## config.mk

```make
export PLATFORM = sky130hd
export DESIGN_NAME = adc_sequencer
export DESIGN_NICKNAME = d
export VERILOG_FILES = /design/src/logic/adc_seq_pkg.sv /design/src/logic/adc_sequencer.sv /design/src/logic/rate_select.sv
export SDC_FILE = /design/constraint.sdc
export NUM_CORES = 2
export LEC_CHECK = 0
export BUFFER_PORTS_ARGS = -buffer_cell sky130_fd_sc_hd__buf_2
export CORE_ASPECT_RATIO = 1.5
export CORE_UTILIZATION = 32
export CTS_CLUSTER_SIZE = 16
export DETAILED_ROUTE_END_ITERATION = 10
export PLACE_DENSITY = 0.52
export REMOVE_ABC_BUFFERS = 1
export SYNTH_ARGS = -nofsm -noshare
export SYNTH_HDL_FRONTEND = slang
export SYNTH_SLANG_ARGS = --single-unit
```

## constraint.sdc

```tcl
create_clock -name i_clk -period 32.5 [get_ports i_clk]
set_input_delay 1.625 -clock i_clk [delete_from_list [all_inputs] [get_ports i_clk]]
set_output_delay 1.625 -clock i_clk [all_outputs]
set_load 0.02 [all_outputs]
```

## src/logic/adc_seq_pkg.sv

```systemverilog
package adc_seq_pkg;
   // APB register byte offsets
   localparam logic [7:0] OFS_FILTER = 8'h00;
   localparam logic [7:0] OFS_CTRL = 8'h04;
   localparam logic [7:0] OFS_CONVERT = 8'h08;
   localparam logic [7:0] OFS_SEQ_LAUNCH = 8'h0C;
   localparam logic [7:0] OFS_PIN_CFG = 8'h10;
   localparam logic [7:0] OFS_STATUS = 8'h14;
   localparam logic [7:0] OFS_UC_PTR = 8'h18;
   localparam logic [7:0] OFS_OP_DONE = 8'h1C;
   localparam logic [7:0] OFS_RATE_INFO = 8'h20;
   // Slot window sits just above the registers: all 53 words fit in 8 address bits
   localparam logic [7:0] OFS_SLOT_BASE = 8'h28;
   localparam logic [7:0] OFS_SLOT_LAST = OFS_SLOT_BASE + 8'hD0;
   // Command address space (bits 15:8 of a slot)
   localparam logic [7:0] CMD_POWER_DOWN = 8'h00;
   localparam logic [7:0] CMD_CONVERT = 8'h01;
   localparam logic [7:0] CMD_SEQ_LAUNCH = 8'h04;
   localparam logic [7:0] CMD_CAL_START = 8'h03;
   localparam logic [7:0] CMD_FILTER = 8'h08;
   localparam logic [7:0] CMD_CTRL = 8'h11;
   localparam logic [7:0] CMD_WAIT = 8'h10;
   localparam logic [7:0] CMD_WIDE_LO = 8'h3A;
   localparam logic [7:0] CMD_WIDE_HI = 8'h6E;
   localparam logic [7:0] CMD_WIDE24_LO = 8'h1A;
   localparam logic [7:0] CMD_WIDE24_HI = 8'h39;
   // Slot numbering and pointer addresses
   localparam int NUM_SLOTS = 53;
   localparam logic [5:0] SLOT_LAST = 6'd52;
   localparam logic [6:0] UC_ADDR_BASE = 7'h3A;
   localparam logic [6:0] UC_ADDR_IDLE = 7'h00;
   localparam logic [15:0] SLOT_RESET = 16'h0000;
   // Line rejection codes, conversion kinds and filter constants
   localparam logic [1:0] LINE_DUAL = 2'b00;
   localparam logic [1:0] LINE_FIFTY = 2'b01;
   localparam logic [1:0] LINE_SIXTY = 2'b10;
   localparam logic [1:0] LINE_SINC = 2'b11;
   localparam logic [1:0] CONV_SINGLE = 2'b00;
   localparam logic [1:0] CONV_CONT = 2'b01;
   localparam logic [1:0] CONV_DUTY = 2'b10;
   localparam int SINC_SETTLE_PERIODS = 4;
   localparam real MOD_CLK_MHZ = 2.456;

   typedef struct packed {
      logic [1:0] line_reject_select;
      logic [3:0] rate;
   } filter_cfg_t;

   typedef struct packed {
      logic unipolar_select;
      logic format_offset;
   } ctrl_cfg_t;

   typedef struct packed {
      logic [7:0] addr;
      logic [7:0] data;
   } cmd_t;

   typedef enum logic [3:0] {
      ST_IDLE = 4'b0001,
      ST_FETCH = 4'b0010,
      ST_EXEC = 4'b0100,
      ST_WAIT = 4'b1000
   } seq_state_t;
endpackage

```

## src/logic/adc_sequencer.sv

```systemverilog
`timescale 1ns/1ps
// Summary of operation
// - Output rate follows line filter, rate field and conversion kind.
// - Line select 11 picks sinc4, continuous up to 1920 sps.
// - Sinc continuous: after reset or a host filter or convert write, first result held back four sample periods.
// - Later continuous results come at the tabulated continuous rate.
// - Select 00: dual notch FIR, 1 to 16 sps single cycle.
// - Select 01: fifty notch FIR, 1.3 to 35.6 sps, 40 continuous.
// - Select 10: sixty notch FIR, same mapping as fifty.
// - Sinc rates 4 to 1920 continuous; single and duty are quarter.
// - 53 command slots; launch by register write or pin rising edge.
// - Slots run in order, each applied as a host register write.
// - Start slot comes from register or pin entry pointer.
// - Stop on power-down command or any host register write other than a launch write.
// - Without power-down, wrap from slot 52 to slot 0 forever.
// - Slots reset to zero, a power-down command that stops.
// - Sequence done raises interrupt when its enable is set.
// - Done flag set on wrap, power-down, or nested launch.
// - Looping sequence clears done flag on reaching the register entry pointer slot again.
// - Nested launch command jumps to its target slot.
// - Convert, calibrate or wait holds the sequencer until done.
// - Read-only pointer shows current slot address and command.
// - Pointer reads 0x00 idle, 0x3A to 0x6E while active.
// - Unipolar straight binary; bipolar offset binary or two's complement.
// - Host write exits sequence, pointer to 0; launch keeps registers.
// - Slot writes targeting 24-bit or slot addresses store zeros.
module adc_sequencer (
   input wire logic i_clk,
   input wire logic i_rst,
   input wire logic i_psel,
   input wire logic i_penable,
   input wire logic i_pwrite,
   input wire logic [7:0] i_paddr,
   input wire logic [31:0] i_pwdata,
   output logic [31:0] o_prdata,
   output logic o_pready,
   output logic o_pslverr,
   input wire logic i_pin_launch,
   input wire logic i_op_done,
   input wire logic [23:0] i_raw_code,
   output logic o_op_start,
   output adc_seq_pkg::cmd_t o_op_cmd,
   output logic [23:0] o_code,
   output logic o_irq,
   output logic o_result_valid
);
   import adc_seq_pkg::*;

   ////////////////////////////////////////////////////////////////////////
   filter_cfg_t filter_q;
   ctrl_cfg_t ctrl_q;
   logic [1:0] conv_kind_q;
   logic [5:0] entry_q;
   logic [5:0] pin_entry_q;
   logic pin_cfg_q;
   logic irq_en_q;
   logic done_flag_q;
   logic [15:0] slots_q [NUM_SLOTS];
   seq_state_t state_q;
   logic [5:0] slot_q;
   cmd_t cur_q;
   logic [23:0] code_q;
   logic [15:0] rate_x10;
   logic sinc_sel;
   logic [2:0] settle_q;
   logic valid_q;

   logic acc, wr_acc, slot_hit, host_wr;
   logic [5:0] slot_idx;
   logic [7:0] slot_ofs;
   assign acc = i_psel && i_penable;
   assign wr_acc = acc && i_pwrite;
   assign slot_ofs = i_paddr - OFS_SLOT_BASE;
   assign slot_idx = slot_ofs[7:2];
   assign slot_hit = (i_paddr >= OFS_SLOT_BASE) && (i_paddr <= OFS_SLOT_LAST) &&
                     (i_paddr[1:0] == 2'b00);
   assign host_wr = wr_acc;
   assign o_pready = 1'b1;

   function automatic logic is_known(input logic [7:0] a);
      return (a == OFS_FILTER) || (a == OFS_CTRL) || (a == OFS_CONVERT) ||
             (a == OFS_SEQ_LAUNCH) || (a == OFS_PIN_CFG) || (a == OFS_STATUS) ||
             (a == OFS_UC_PTR) || (a == OFS_OP_DONE) || (a == OFS_RATE_INFO);
   endfunction

   assign o_pslverr = acc && !is_known(i_paddr) && !slot_hit;

   // Slot contents that cannot be run from the buffer collapse to power-down
   function automatic logic [15:0] slot_filter(input logic [15:0] w);
      logic [7:0] a;
      a = w[15:8];
      if ((a >= CMD_WIDE_LO && a <= CMD_WIDE_HI) ||
          (a >= CMD_WIDE24_LO && a <= CMD_WIDE24_HI)) begin
         return SLOT_RESET;
      end
      return w;
   endfunction

   ////////////////////////////////////////////////////////////////////////
   // Pin launch synchroniser
   logic pin_s1_q, pin_s2_q, pin_s3_q, pin_edge;
   always_ff @(posedge i_clk or posedge i_rst) begin
      if (i_rst) begin
         pin_s1_q <= 1'b0;
         pin_s2_q <= 1'b0;
         pin_s3_q <= 1'b0;
      end else begin
         pin_s1_q <= i_pin_launch;
         pin_s2_q <= pin_s1_q;
         pin_s3_q <= pin_s2_q;
      end
   end
   assign pin_edge = pin_s2_q && !pin_s3_q && pin_cfg_q;

   ////////////////////////////////////////////////////////////////////////
   // Sequencer control decode
   logic seq_active, launch_reg, launch_any, fetch_pd, fetch_jump, fetch_hold;
   logic exec_wr, wrap, set_done;
   logic [5:0] launch_slot;
   assign seq_active = (state_q != ST_IDLE);
   assign launch_reg = wr_acc && (i_paddr == OFS_SEQ_LAUNCH);
   assign launch_any = launch_reg || (pin_edge && !host_wr);
   assign launch_slot = launch_reg ? i_pwdata[5:0] : pin_entry_q;
   assign fetch_pd = (state_q == ST_EXEC) && (cur_q.addr == CMD_POWER_DOWN);
   assign fetch_jump = (state_q == ST_EXEC) && (cur_q.addr == CMD_SEQ_LAUNCH);
   assign fetch_hold = (cur_q.addr == CMD_CONVERT) || (cur_q.addr == CMD_CAL_START) ||
                       (cur_q.addr == CMD_WAIT);
   assign exec_wr = (state_q == ST_EXEC) && !host_wr;
   assign wrap = exec_wr && !fetch_pd && !fetch_jump && (slot_q == SLOT_LAST) &&
                 !fetch_hold;
   assign set_done = exec_wr && (fetch_pd || fetch_jump) ||
                     wrap || ((state_q == ST_WAIT) && i_op_done && !host_wr &&
                     (slot_q == SLOT_LAST));

   always_ff @(posedge i_clk or posedge i_rst) begin
      if (i_rst) begin
         state_q <= ST_IDLE;
         slot_q <= '0;
         cur_q <= '0;
      end else if (host_wr && !launch_reg) begin
         state_q <= ST_IDLE;
      end else if (launch_any) begin
         state_q <= ST_FETCH;
         slot_q <= launch_slot;
      end else begin
         unique case (state_q)
            ST_IDLE: state_q <= ST_IDLE;
            ST_FETCH: begin
               cur_q <= cmd_t'(slots_q[slot_q]);
               state_q <= ST_EXEC;
            end
            ST_EXEC: begin
               if (fetch_pd) begin
                  state_q <= ST_IDLE;
               end else if (fetch_jump) begin
                  slot_q <= cur_q.data[5:0];
                  state_q <= ST_FETCH;
               end else if (fetch_hold) begin
                  state_q <= ST_WAIT;
               end else begin
                  slot_q <= (slot_q == SLOT_LAST) ? '0 : slot_q + 6'd1;
                  state_q <= ST_FETCH;
               end
            end
            ST_WAIT: begin
               if (i_op_done) begin
                  slot_q <= (slot_q == SLOT_LAST) ? '0 : slot_q + 6'd1;
                  state_q <= ST_FETCH;
               end
            end
         endcase
      end
   end

   assign o_op_start = exec_wr && !fetch_pd && !fetch_jump;
   assign o_op_cmd = cur_q;

   ////////////////////////////////////////////////////////////////////////
   // Control registers: host writes and sequencer writes share one path
   always_ff @(posedge i_clk or posedge i_rst) begin
      if (i_rst) begin
         filter_q <= '0;
         ctrl_q <= '0;
         conv_kind_q <= CONV_SINGLE;
         entry_q <= '0;
         pin_entry_q <= '0;
         pin_cfg_q <= 1'b0;
         irq_en_q <= 1'b0;
      end else if (wr_acc) begin
         unique case (i_paddr)
            OFS_FILTER: filter_q <= filter_cfg_t'(i_pwdata[5:0]);
            OFS_CTRL: ctrl_q <= ctrl_cfg_t'(i_pwdata[1:0]);
            OFS_CONVERT: conv_kind_q <= i_pwdata[1:0];
            OFS_SEQ_LAUNCH: entry_q <= i_pwdata[5:0];
            OFS_PIN_CFG: begin
               pin_cfg_q <= i_pwdata[0];
               pin_entry_q <= i_pwdata[13:8];
               irq_en_q <= i_pwdata[16];
            end
            default: ;
         endcase
      end else if (o_op_start) begin
         unique case (cur_q.addr)
            CMD_FILTER: filter_q <= filter_cfg_t'(cur_q.data[5:0]);
            CMD_CTRL: ctrl_q <= ctrl_cfg_t'(cur_q.data[1:0]);
            CMD_CONVERT: conv_kind_q <= cur_q.data[1:0];
            default: ;
         endcase
      end
   end

   // Set wins over a clear in the same cycle
   always_ff @(posedge i_clk or posedge i_rst) begin
      if (i_rst) begin
         done_flag_q <= 1'b0;
      end else if (set_done) begin
         done_flag_q <= 1'b1;
      end else if (launch_any || (exec_wr && slot_q == entry_q && done_flag_q)) begin
         done_flag_q <= 1'b0;
      end else if (wr_acc && i_paddr == OFS_STATUS && i_pwdata[0]) begin
         done_flag_q <= 1'b0;
      end
   end
   assign o_irq = done_flag_q && irq_en_q;

   always_ff @(posedge i_clk or posedge i_rst) begin
      if (i_rst) begin
         for (int k = 0; k < NUM_SLOTS; k++) begin
            slots_q[k] <= SLOT_RESET;
         end
      end else if (wr_acc && slot_hit) begin
         slots_q[slot_idx] <= slot_filter(i_pwdata[15:0]);
      end
   end

   ////////////////////////////////////////////////////////////////////////
   // Rate lookup and output formatting
   rate_select u_rate (
      .i_cfg(filter_q),
      .i_conv_kind(conv_kind_q),
      .o_rate_x10(rate_x10),
      .o_sinc(sinc_sel)
   );

   // Sinc continuous withholds first results while the filter fills
   always_ff @(posedge i_clk or posedge i_rst) begin
      if (i_rst) begin
         settle_q <= '0;
         valid_q <= 1'b0;
         code_q <= '0;
      end else begin
         valid_q <= 1'b0;
         if (wr_acc && (i_paddr == OFS_CONVERT || i_paddr == OFS_FILTER)) begin
            settle_q <= '0;
         end else if (i_op_done) begin
            if (sinc_sel && conv_kind_q == CONV_CONT &&
                settle_q < 3'(SINC_SETTLE_PERIODS - 1)) begin
               settle_q <= settle_q + 3'd1;
            end else begin
               valid_q <= 1'b1;
               if (ctrl_q.unipolar_select || ctrl_q.format_offset) begin
                  code_q <= i_raw_code;
               end else begin
                  code_q <= {~i_raw_code[23], i_raw_code[22:0]};
               end
            end
         end
      end
   end
   assign o_code = code_q;
   assign o_result_valid = valid_q;

   ////////////////////////////////////////////////////////////////////////
   logic [6:0] uc_addr;
   assign uc_addr = seq_active ? UC_ADDR_BASE + 7'(slot_q) : UC_ADDR_IDLE;

   always_comb begin
      o_prdata = 32'h0000_0000;
      if (acc && !i_pwrite) begin
         if (slot_hit) begin
            o_prdata = {16'h0000, slots_q[slot_idx]};
         end else begin
            unique case (i_paddr)
               OFS_FILTER: o_prdata = {26'h0, filter_q};
               OFS_CTRL: o_prdata = {30'h0, ctrl_q};
               OFS_CONVERT: o_prdata = {30'h0, conv_kind_q};
               OFS_SEQ_LAUNCH: o_prdata = {26'h0, entry_q};
               OFS_PIN_CFG: o_prdata = {15'h0, irq_en_q, 2'h0, pin_entry_q, 7'h0, pin_cfg_q};
               OFS_STATUS: o_prdata = {30'h0, seq_active, done_flag_q};
               OFS_UC_PTR: o_prdata = {8'h0, cur_q, 1'b0, uc_addr};
               OFS_RATE_INFO: o_prdata = {15'h0, sinc_sel, rate_x10};
               default: o_prdata = 32'h0000_0000;
            endcase
         end
      end
   end
endmodule // adc_sequencer

```

## src/logic/rate_select.sv

```systemverilog
`timescale 1ns/1ps
module rate_select (
   input wire adc_seq_pkg::filter_cfg_t i_cfg,
   input wire logic [1:0] i_conv_kind,
   output logic [15:0] o_rate_x10,
   output logic o_sinc
);
   import adc_seq_pkg::*;

   // Continuous rates in tenths of sps
   function automatic logic [15:0] cont_rate(input logic [1:0] lf, input logic [3:0] r);
      logic [15:0] v;
      v = 16'h0000;
      unique case (lf)
         LINE_DUAL: v = (r == 4'h0) ? 16'd11 : (r == 4'h1) ? 16'd21 :
                        (r == 4'h2) ? 16'd42 : (r == 4'h3) ? 16'd84 : 16'd168;
         LINE_FIFTY, LINE_SIXTY: v = (r == 4'h0) ? 16'd13 : (r == 4'h1) ? 16'd27 :
                        (r == 4'h2) ? 16'd53 : (r == 4'h3) ? 16'd107 :
                        (r == 4'h4) ? 16'd213 : 16'd400;
         LINE_SINC: begin
            unique case (r)
               4'h0: v = 16'd40;
               4'h1: v = 16'd100;
               4'h2: v = 16'd200;
               4'h3: v = 16'd400;
               4'h4: v = 16'd600;
               4'h5: v = 16'd1200;
               4'h6: v = 16'd2400;
               4'h7: v = 16'd4800;
               4'h8: v = 16'd9600;
               default: v = 16'd19200;
            endcase
         end
      endcase
      return v;
   endfunction

   function automatic logic [15:0] single_rate(input logic [1:0] lf, input logic [3:0] r);
      logic [15:0] v;
      v = 16'h0000;
      if (lf == LINE_DUAL) begin
         v = (r == 4'h0) ? 16'd10 : (r == 4'h1) ? 16'd20 : (r == 4'h2) ? 16'd40 :
             (r == 4'h3) ? 16'd80 : 16'd160;
      end else if (lf == LINE_SINC) begin
         v = cont_rate(lf, r) >> 2;
      end else begin
         v = (r == 4'h0) ? 16'd13 : (r == 4'h1) ? 16'd25 : (r == 4'h2) ? 16'd50 :
             (r == 4'h3) ? 16'd100 : (r == 4'h4) ? 16'd200 : 16'd356;
      end
      return v;
   endfunction

   function automatic logic [15:0] duty_rate(input logic [1:0] lf, input logic [3:0] r);
      logic [15:0] v;
      v = 16'h0000;
      if (lf == LINE_SINC) begin
         v = cont_rate(lf, r) >> 2;
      end else if (lf == LINE_DUAL) begin
         v = (r == 4'h0) ? 16'd3 : (r == 4'h1) ? 16'd5 : (r == 4'h2) ? 16'd11 :
             (r == 4'h3) ? 16'd21 : 16'd42;
      end else begin
         v = (r == 4'h0) ? 16'd3 : (r == 4'h1) ? 16'd7 : (r == 4'h2) ? 16'd13 :
             (r == 4'h3) ? 16'd27 : (r == 4'h4) ? 16'd53 : 16'd100;
      end
      return v;
   endfunction

   always_comb begin
      o_sinc = (i_cfg.line_reject_select == LINE_SINC);
      unique case (i_conv_kind)
         CONV_CONT: o_rate_x10 = cont_rate(i_cfg.line_reject_select, i_cfg.rate);
         CONV_DUTY: o_rate_x10 = duty_rate(i_cfg.line_reject_select, i_cfg.rate);
         default: o_rate_x10 = single_rate(i_cfg.line_reject_select, i_cfg.rate);
      endcase
   end
endmodule // rate_select

```

==> flow_summary.yaml <==
timing:
  worst_pin_slew_ns: 1.35
  maxSlewViolCount: 0
  rsz0062_at_grt: "false"
  final.min_clock_period_ns: 8.54
  tns_ns: 0
  hold_viol: 0
  max_freq_mhz: 117
  hold_ws_ns: 0.370
  finalCritPeriodShare_pct: 26.3
  setup_viol: 0
  relSlewSlack_pct: 8.56
  fin_skew_ns: 0.0350
setup_path:
  start_kind: "primary input"
  setup.worst_path.class: "primary input to output pin"
  cp_max_fo: 72
  crit_start: "i_paddr[4]"
  crit_required_ns: 30.87
  r2r-start: "slot_q[0]"
  cp.arrival_ns: 6.91
  endpoint_kind: "output pin"
detailed_routing:
  routed_via_density: 5.75
  drt_pass1_iterations: 6
  ant_nets: 0
  drc: 0
  vias: 38700
  wl_um: 189000
  drt-wirelength-per-cell_um: 28.0
  drt-initial-drc-count: 3532
floorplanning:
  io_pins: 148
  start_util_pct: 32.3
  dieArea_mm2: 0.160
  row_count: 178
  die_x_um: 327
  core-area_mm2: 0.157
  die-height_um: 489
power_and_ir_drop:
  powerDensity_mw_per_mm2: 55.5
  power_switching_share_pct: 34.8
  p_sw_mw: 1.08
  vdd_drop_max_mv: 0.0407
  p_leak_nw: 22.9
  clkPwrFrac_pct: 35.1
  pwr-share-seq_pct: 39.8
  intPower_mw: 2.02
  power_mw: 3.09
  combPwrFrac_pct: 25.1
clock_network:
  cts_setup_buffers: 0
  clkLatencyLatePin_ns: 0.72
  cts.clk_slew.worst_paths_ns: 0.06
  clk_path_buf_depth: 3
  numCtsBuffers: 90
  cts.htree.levels: 3
  cts_resized: 0
  clock_sinks: 930
  holdBufCountCts: 0
  root_buffer: "clkbuf_16"
  cts_tree: "done"
global_route:
  grt_pass1_vias: 37700
  track_usage_pct: 23.5
  grt_pass1_wl_um: 276000
  grt_overflow: 0
  antenna_found_initial: 9
  grt_max_degree: 172
place:
  place_hpwl_um: 125000
  place.gp.congestion: 0.962
  dp.cells: 6571
  portBuffers: 123
outcome:
  outcome: "finished, final reports clean"
synth:
  ys_dominant_reg_cell: "dfrtp_1"
  synth_edf_count: 0
  synth_area_per_cell_um2: 10.7
  synth_seq_area_share_pct: 46.0
  yosysMostFrequentCell: "nand2_1"
  synth_area_mm2: 0.0506
  synthArstFlopShare_pct: 100
  synth_top_area_share_pct: 45.9
  ys_types: 102
  synth_common_cells: "944 x nand2_1, 929 x dfrtp_1, 845 x o21ai_0"
  yosys.area.top_type: "dfrtp_1"
  synthTopCellsByArea: "dfrtp_1 46%, mux4_2 16%, o21ai_0 8.4%"
  ys_seq_elements: 930
  yosys_warnings: 0
  synthCells: 4724
min_path:
  min_from: "pin_s1_q"
  hold_path.class: "register to register"
cells_and_area:
  fillers: 15800
  instances_no_fill: 6736
  layout.nets: 4683
  area_growth_pct: 9.87
  layout-drive-gt1-share_pct: 20.7
  final_core_util_pct: 35.4
run:
  cap_violations: 0
-- sequential cells by signal, summed over array words and instances, names as in the netlist --
register,cells
o_result_valid,1
o_code,24
conv_kind_q,2
settle_q,3
pin_s1_q,1
pin_s2_q,1
done_flag_q,1
state_q,4
o_op_cmd,16
pin_entry_q,6
pin_cfg_q,1
pin_s3_q,1
irq_en_q,1
slots_q,848
filter_q,6
ctrl_q,2
entry_q,6
slot_q,6
-- power by group through the flow --
stage | logic [mW] | clock network (mW) | registers (mW)
finish | 0.775 | 1.08 | 1.23
global route | 0.804 | 1.15 | 1.23
CTS | 0.771 | 1.11 | 1.23
detailed placement | 0.769 | 0 | 1.25
global placement | 0.768 | 0 | 1.25
floorplan | 0.389 | 0 | 1.34
-- logic make-up after synthesis --
logic type | Yosys count | synth area share, %
adder cells (fa/ha/maj) | 19 | 0.469
flip-flops | 930 | 46.0
XOR/XNOR | 15 | 0.259
AO/OA/AOI/OAI | 1308 | 15.2
multiplexers | 615 | 21.5
AND/OR/NAND/NOR | 1311 | 11.5
buffers and inverters | 524 | 5.05
other | 2 | 0.0148
-- stage by stage --
| step | cell area [µm²] | setup WS, ns |
|---|---|---|
| 4_1_cts | 55600 | 24.46 |
| 2_1_floorplan | 48300 | 4.73 |
| 3_3_place_gp | 52700 | 24.45 |
| 5_1_grt | 55600 | 24.00 |
| 6_report | 55600 | 23.96 |
| 3_5_place_dp | 52700 | 24.47 |
-- layout make-up --
cell class | count | area (µm²) | share of cell area, %
clock buffers | 125 | 2550 | 4.59
multi-input cells | 3277 | 25000 | 44.9
repair buffers | 254 | 1680 | 3.02
diodes | 2 | 5.00 | 0.00900
well taps | 2070 | 2590 | 4.66
flip-flops and latches | 930 | 23300 | 41.8
clock inverters | 38 | 398 | 0.715
inverters | 40 | 160 | 0.288
-- cells in the final DEF (no fill, tap or decap), types with 16 or more instances in the layout --
cell type and instances:
a21oi_1 59, a221oi_1 21, a22o_1 25, a22oi_1 95, a31oi_1 44, a32oi_1 26
and2_1 16, buf_2 121, buf_4 126, clkbuf_1 19, clkbuf_16 91, clkbuf_8 16
clkinv_2 20, dfrtp_1 926, ha_1 18, inv_1 35, mux2_2 107, mux2i_1 138
mux4_2 369, nand2_1 930, nand2b_1 26, nand3_1 76, nand3_4 19, nand4_1 18
nor2_1 94, nor2b_1 23, nor3_1 20, o21ai_0 845, o21ai_1 29, o22ai_1 19
-- worst paths after layout --
check | endpoint | slack [ns] | cells after the start
setup / recovery | o_prdata[12] | 23.96 | 12
hold / removal | pin_s2_q | 0.37 | 0
max in group asynchronous | slots_q[121] | 28.29 | 5
hold reg to reg | pin_s2_q | 0.37 | 0
setup reg to reg | o_op_cmd[15] | 27.75 | 7
min in group asynchronous | slots_q[746] | 1.07 | 2
-- routing by layer --
layer  share of wire (%)  vias to the layer above  GRT usage, %  routed length, µm
met2                  48                     1551          39.0              91100
met4                 7.8                        6          16.3              14800
li1                    -                    17000             -                  -
met5               0.025                        -             0                 47
met1                  38                    19800          28.2              71900
met3                 5.8                      404          3.51              11000
-- critical path: stages --
cell and delay (ns):
buf_2 0.38, inv_1 0.38, ha_4 0.74, buf_12 0.46, inv_4 0.25, buf_4 0.43
nor2_1 0.26, o221ai_1 0.19, a221oi_1 1.16, nand3_1 0.42, o21ai_0 0.18, buf_2 0.20
Power figures use the tool's default switching activity.
